**config.mk**
```make
export PLATFORM = sky130hd
export DESIGN_NAME = ptd_timebase
export DESIGN_NICKNAME = d
export VERILOG_FILES = /design/src/logic/ptd_pkg.sv /design/src/logic/ptd_timebase.sv
export VERILOG_INCLUDE_DIRS = /design/src /design/src/logic
export SDC_FILE = /design/constraint.sdc
export NUM_CORES = 1
export LEC_CHECK = 0
export ABC_CLOCK_PERIOD_IN_PS = 4700
export BUFFER_PORTS_ARGS = -buffer_cell sky130_fd_sc_hd__buf_2
export CAP_MARGIN = 20
export CORE_AREA = 3 3 107 109
export DETAILED_ROUTE_END_ITERATION = 6
export DIE_AREA = 0 0 110 112
export GPL_ROUTABILITY_DRIVEN = 0
export SYNTH_ARGS = -nofsm -noshare
export SYNTH_HDL_FRONTEND = slang
export SYNTH_SLANG_ARGS = --single-unit
```
**constraint.sdc**
```tcl
create_clock -name CLK -period 4.7 [get_ports CLK]
set_input_delay 0 -clock CLK [delete_from_list [all_inputs] [get_ports CLK]]
set_output_delay 0 -clock CLK [all_outputs]
set_load 0.01 [all_outputs]
```
**src/logic/ptd_defs.svh**
```systemverilog
// timebase divider constants: register offsets, fields, taps
`ifndef PTD_DEFS_SVH
`define PTD_DEFS_SVH
`define PTD_ADDR_W        4
`define PTD_OFF_CTRL      4'h0
`define PTD_OFF_STAT      4'h4
`define PTD_OFF_CNT       4'h8
`define PTD_BIT_ON        0
`define PTD_BIT_RANGE     1
`define PTD_BIT_IE        2
`define PTD_RATE_LSB      4
`define PTD_RATE_MSB      6
`define PTD_BIT_FLAG      0
`define PTD_BIT_FCLR      1
`define PTD_CNT_W         23
`define PTD_CNT_ONE       23'h000001
`define PTD_SYNC_WAIT     0
`define PTD_SYNC_STOP     1
`define PTD_SYNC_OSC      2
`define PTD_CTRL_RST      8'h00
`define PTD_ZERO8         8'h00
`define PTD_TAP_LO_0      23'h008000
`define PTD_TAP_LO_1      23'h002000
`define PTD_TAP_LO_2      23'h000800
`define PTD_TAP_LO_3      23'h000080
`define PTD_TAP_LO_4      23'h000040
`define PTD_TAP_LO_5      23'h000020
`define PTD_TAP_LO_6      23'h000010
`define PTD_TAP_LO_7      23'h000008
`define PTD_TAP_HI_0      23'h400000
`define PTD_TAP_HI_1      23'h100000
`define PTD_TAP_HI_2      23'h040000
`define PTD_TAP_HI_3      23'h004000
`define PTD_TAP_HI_4      23'h002000
`define PTD_TAP_HI_5      23'h001000
`define PTD_TAP_HI_6      23'h000800
`define PTD_TAP_HI_7      23'h000400
`endif

```
**src/logic/ptd_pkg.sv**
```systemverilog
// timebase divider types
`default_nettype none
package ptd_pkg;
  typedef logic [2:0] ptd_rate_t;
  typedef logic [22:0] ptd_cnt_t;
endpackage
`default_nettype wire

```
**src/logic/ptd_timebase.sv**
```systemverilog
// periodic timebase divider with register port and low-power gating
`include "ptd_defs.svh"
`default_nettype none
module ptd_timebase
(
  input  wire logic                   CLK,
  input  wire logic                   RST_B,
  input  wire logic                   CE,
  input  wire logic [`PTD_ADDR_W-1:0] ADDR,
  input  wire logic [7:0]             WDATA,
  input  wire logic                   WR,
  input  wire logic                   RD,
  output logic      [7:0]             RDATA,
  input  wire logic                   WAIT_MODE,
  input  wire logic                   STOP_MODE,
  input  wire logic                   OSC_RUN_IN_STOP_BIT,
  output logic                        IRQ,
  output logic                        WAKEUP
);
  function automatic ptd_pkg::ptd_cnt_t tap_of(input logic range,
                                               input ptd_pkg::ptd_rate_t r);
    ptd_pkg::ptd_cnt_t t;
    t = `PTD_TAP_LO_0;
    case ({range, r})
      4'h0: t = `PTD_TAP_LO_0;
      4'h1: t = `PTD_TAP_LO_1;
      4'h2: t = `PTD_TAP_LO_2;
      4'h3: t = `PTD_TAP_LO_3;
      4'h4: t = `PTD_TAP_LO_4;
      4'h5: t = `PTD_TAP_LO_5;
      4'h6: t = `PTD_TAP_LO_6;
      4'h7: t = `PTD_TAP_LO_7;
      4'h8: t = `PTD_TAP_HI_0;
      4'h9: t = `PTD_TAP_HI_1;
      4'hA: t = `PTD_TAP_HI_2;
      4'hB: t = `PTD_TAP_HI_3;
      4'hC: t = `PTD_TAP_HI_4;
      4'hD: t = `PTD_TAP_HI_5;
      4'hE: t = `PTD_TAP_HI_6;
      default: t = `PTD_TAP_HI_7;
    endcase
    return t;
  endfunction

  logic               timebase_on_bit_r, timebase_on_bit_nxt;
  logic               tap_range_select_r, tap_range_select_nxt;
  logic               irq_en_r, irq_en_nxt;
  ptd_pkg::ptd_rate_t rate_select_field_r, rate_select_field_nxt;
  logic               flag_r, flag_nxt;
  logic               wake_r, wake_nxt;
  ptd_pkg::ptd_cnt_t  cnt_r, cnt_nxt;
  logic [7:0]         rdata_r, rdata_nxt;
  logic [2:0]         mode_pin, mode_sync;
  logic               in_wait, in_stop, osc_on, run, tick, acc_ok;
  ptd_pkg::ptd_cnt_t  tap;

  // mode pins come from the core's power controller, treated as async
  assign mode_pin = {OSC_RUN_IN_STOP_BIT, STOP_MODE, WAIT_MODE};
  for (genvar i = 0; i < $bits(mode_pin); i++)
  begin : g_sync
    logic [1:0] s_r;
    always_ff @(posedge CLK or negedge RST_B)
    begin
      if (!RST_B)
        s_r <= 2'h0;
      else if (CE)
        s_r <= {s_r[0], mode_pin[i]};
    end
    // only the second stage is read, the first may be metastable
    assign mode_sync[i] = s_r[1];
  end

  always_comb
  begin
    in_wait = mode_sync[`PTD_SYNC_WAIT];
    in_stop = mode_sync[`PTD_SYNC_STOP];
    osc_on  = mode_sync[`PTD_SYNC_OSC];
    acc_ok  = !in_wait && !in_stop;
    // wait does not gate the clock; stop does unless osc kept alive
    run = timebase_on_bit_r && (!in_stop || osc_on);
    tap = tap_of(tap_range_select_r, rate_select_field_r);
    // event on the last count, so one period is exactly the tap
    tick = run && (cnt_r == tap - `PTD_CNT_ONE);
  end

  // control register, locked while the core sleeps
  always_comb
  begin
    timebase_on_bit_nxt   = timebase_on_bit_r;
    tap_range_select_nxt  = tap_range_select_r;
    irq_en_nxt            = irq_en_r;
    rate_select_field_nxt = rate_select_field_r;
    if (WR && acc_ok && ADDR == `PTD_OFF_CTRL)
    begin
      timebase_on_bit_nxt  = WDATA[`PTD_BIT_ON];
      tap_range_select_nxt = WDATA[`PTD_BIT_RANGE];
      irq_en_nxt           = WDATA[`PTD_BIT_IE];
      // rate held while running, but a range write can still change the tap
      if (!timebase_on_bit_r)
        rate_select_field_nxt = WDATA[`PTD_RATE_MSB:`PTD_RATE_LSB];
    end
  end

  always_ff @(posedge CLK or negedge RST_B)
  begin
    if (!RST_B)
    begin
      timebase_on_bit_r   <= 1'b0;
      tap_range_select_r  <= 1'b0;
      irq_en_r            <= 1'b0;
      rate_select_field_r <= 3'h0;
    end
    else if (CE)
    begin
      timebase_on_bit_r   <= timebase_on_bit_nxt;
      tap_range_select_r  <= tap_range_select_nxt;
      irq_en_r            <= irq_en_nxt;
      rate_select_field_r <= rate_select_field_nxt;
    end
  end

  // divider: frozen, not cleared, in stop without osc so no partial period is lost
  always_comb
  begin
    if (!timebase_on_bit_r)
      cnt_nxt = '0;
    else if (!run)
      cnt_nxt = cnt_r;
    else if (tick)
      cnt_nxt = '0;
    else
      cnt_nxt = cnt_r + `PTD_CNT_ONE;
  end

  always_ff @(posedge CLK or negedge RST_B)
  begin
    if (!RST_B)
      cnt_r <= '0;
    else if (CE)
      cnt_r <= cnt_nxt;
  end

  // event flag and wakeup; set beats clear in the same cycle
  always_comb
  begin
    flag_nxt = flag_r;
    wake_nxt = wake_r;
    if (WR && ADDR == `PTD_OFF_STAT && WDATA[`PTD_BIT_FCLR])
    begin
      flag_nxt = 1'b0;
      wake_nxt = 1'b0;
    end
    // wakeup is a stop-only request, dropped once the core is up
    if (!in_stop)
      wake_nxt = 1'b0;
    if (tick)
    begin
      flag_nxt = 1'b1;
      if (in_stop)
        wake_nxt = 1'b1;
    end
  end

  always_ff @(posedge CLK or negedge RST_B)
  begin
    if (!RST_B)
    begin
      flag_r <= 1'b0;
      wake_r <= 1'b0;
    end
    else if (CE)
    begin
      flag_r <= flag_nxt;
      wake_r <= wake_nxt;
    end
  end

  // read port: data stand for the one cycle after the strobe only
  always_comb
  begin
    rdata_nxt = `PTD_ZERO8;
    if (RD)
    begin
      case (ADDR)
        `PTD_OFF_CTRL:
          if (acc_ok)
          begin
            rdata_nxt[`PTD_BIT_ON]    = timebase_on_bit_r;
            rdata_nxt[`PTD_BIT_RANGE] = tap_range_select_r;
            rdata_nxt[`PTD_BIT_IE]    = irq_en_r;
            rdata_nxt[`PTD_RATE_MSB:`PTD_RATE_LSB] = rate_select_field_r;
          end
        `PTD_OFF_STAT: rdata_nxt[`PTD_BIT_FLAG] = flag_r;
        `PTD_OFF_CNT:  rdata_nxt = cnt_r[`PTD_CNT_W-1 -: 8];
        default:       rdata_nxt = `PTD_ZERO8;
      endcase
    end
  end

  always_ff @(posedge CLK or negedge RST_B)
  begin
    if (!RST_B)
      rdata_r <= `PTD_ZERO8;
    else if (CE)
      rdata_r <= rdata_nxt;
  end

  assign RDATA  = rdata_r;
  assign IRQ    = flag_r && irq_en_r;
  assign WAKEUP = wake_r;
endmodule
`default_nettype wire

```
==> flow_summary.yaml <==
run_status:
  outcome: "complete, no violations"
global_routing:
  grt_max_degree: 46
  grt_first_pass_wirelength_mm: 14.6
  grt_pass1_vias: 2911
  antenna_found_initial: 0
  grt.total_usage_pct: 14.6
  overflow: 0
yosys:
  synth_edf_count: 0
  ys_top_cells_by_area: "dfrtp_1 36%, nand2_1 5.5%, nand3_1 3.7%"
  syn_nets: 390
  synth_area_sq_um: 3120
  yosysTopAreaCellShare_pct: 36.1
  synthTopCellsByCount: "46 x nand2_1, 45 x dfrtp_1, 23 x nand3_1"
  synth_flop_cell: "dfrtp_1"
  synth_cell_types: 66
  yosysMostFrequentCell: "nand2_1"
  yosys_warnings: 0
  synth_cells: 368
  syn_avg_cell_area_sq_um: 8.49
  synth_top_area_cell: "dfrtp_1"
  synth_async_sr_flop_share_pct: 100
  ys_seq_area_share_pct: 36.1
  synth_seq_cells: 45
routing:
  viasPerCell: 5.53
  wl_per_cell_um: 16.1
  remaining_drc_errors: 0
  drtIter0Drc: 242
  first_pass_iters: 5
  wl_mm: 8.63
  dr_total_vias: 2964
  final_antenna_net_count: 0
sta:
  slew_headroom_pct: 40.9
  hold_viol: 0
  rsz0062_at_grt: "no"
  setup_viol: 0
  layout_worst_path_cycle_share_pct: 88.0
  period_needed_ps: 4140
  max_freq_mhz: 242
  worstMarginPinSlew_ps: 880
  drv_slew: 0
  fin_skew_ps: 7.29
  setup-tns-final_ps: 0
setup_path:
  cp-start-kind: "flip-flop"
  regToRegStartpoint: "rate_select_field_r[1]"
  cpMaxStageDelayCell: "a21oi_2"
  worstPathRequired_ps: 4900
  crit_top_cell: "nand2_1"
  cp-startpoint: "rate_select_field_r[1]"
  slowest_delay_ps: 590
  critPathTopFamily: "compound AO/OA/AOI/OAI gates"
  worstPathMaxFanout: 20
  crit_chain: "buf_4, and2_1, nand2_1, ha_1, inv_1, a221o_1, nand2_1, o31a_1, and4b_1, a21oi_2, nand2_1, o311ai_1"
  path_class: "reg2reg"
  path_buf_inv: 2
  end_kind: "flip-flop"
  cp.arrival_ps: 4330
layout:
  drive_gt1_share_pct: 15.2
  final_core_util_pct: 33.6
  area_growth_pct: 15.0
  antenna_cells: 0
  nets: 417
clock_tree:
  cts_sinks: 45
  path_clk_slew_ps: 90
  cts.repair.resized: 0
  cts-root-buf: "clkbuf_8"
  cts_buffers: 5
  clk_path_buf_depth: 2
  htree_levels: 2
  clock_latency_ps: 300
  cts_tree: "yes"
worst_hold_path:
  hold_path.class: "in2reg"
  worst_hold_startpoint: "WR"
die:
  dieArea_sq_um: 12300
  core.rowCount: 38
  die_h_um: 112
  core_sq_um: 10700
  die_w_um: 110
  start_util_pct: 29.2
  num_io_pins: 30
power:
  powerDensity_nw_per_um2: 365
  leakagePower_uw: 0.00141
  ir_drop_mv: 0.133
place:
  portBuffers: 27
  dp_hpwl_mm: 6.24
job:
  cap_violations: 0
kinds of logic (layout without fill, tap and decap cells):
family / count (synthesis) / after routing / synth area share, %
fa+ha+maj: 2 / 2 / 0.801
compound gates: 104 / 104 / 23.3
buf+inv: 47 / 75 / 6.65
mux: 11 / 11 / 3.89
flops: 45 / 45 / 36.1
simple gates: 152 / 152 / 27.1
xor+xnor: 7 / 7 / 2.20
worst min-delay path, cell delays in order:
cell	delay, ps
buf_2	120
nand4_1	70
a22o_1	110
cell type report:
| cell class | instances | area [sq um] |
|---|---|---|
| Inverter | 22 | 82.6 |
| Clock inverter | 2 | 38.8 |
| Tap cell | 140 | 175 |
| Timing Repair Buffer | 45 | 308 |
| Fill cell | 1119 | 7110 |
| Clock buffer | 6 | 72.6 |
| Sequential cell | 45 | 1130 |
| Multi-Input combinational cell | 276 | 1790 |
state kept, by name, summed over array words and instances, names as in the netlist:
name,count
cnt_r,23
timebase_on_bit_r,1
flag_r,1
g_sync.s_r,6
RDATA,8
irq_en_r,1
rate_select_field_r,3
WAKEUP,1
tap_range_select_r,1
power breakdown:
group          internal [uW]  total, uW  switching (uW)
logic                    176        409             233
registers                462        597             135
clock network            160        304             144
routing by layer:
layer  GRT usage [%]  vias up  wire (um)  share of wire, %
met5               0        -          0                 0
met2            22.7      105       3950                46
met1            21.1     1434       4140                48
met4            2.49        0         48              0.56
met3            3.07        5        497               5.8
li1                -     1420          -                 -
stage by stage:
step | std cells | setup WS, ps | area [sq um] | power (uW) | hold WS, ps
finish | 536 | 562 | 3590 | 1310 | 15.8
global route | 536 | 214 | 3590 | 1400 | 40.6
CTS | 534 | 583 | 3570 | 1310 | 13.1
detailed placement | 515 | 639 | 3350 | 998 | 210
global placement | 515 | 632 | 3350 | 978 | 216
floorplan | 368 | 1460 | 3120 | 872 | -296
cells in the final DEF (no fill, tap or decap), types with 5 or more instances in the layout:
cell type and n:
xnor2_1 5, nor3_1 6, and3_1 5, o21ai_0 15, dlygate4sd3_1 11, nand3_1 23, buf_4 5, nor2_1 10
mux2_2 9, clkbuf_8 5, a22oi_1 8, o31ai_1 8, nand2b_1 9, dfrtp_1 45, nand2_1 46, o22ai_1 16
inv_1 21, a21oi_1 15, nand4_1 7, buf_2 28, and2_1 7, nor2b_1 7, a31oi_1 5
repair_timing:
item,in CTS,in global routing
endpoints found under the hold margin,56,0
buffers inserted,0,0
hold buffers,11,0
final timing paths:
check	endpoint	slack (ps)	cells past startpoint
min	flag_r	20	3
min reg2reg	g_sync[0].s_r[1]	510	1
max reg2reg	cnt_r[10]	560	12
min in group asynchronous	g_sync[2].s_r[1]	170	2
max	cnt_r[10]	560	12
max in group asynchronous	cnt_r[14]	4020	3
Power figures use the tool's default switching activity.
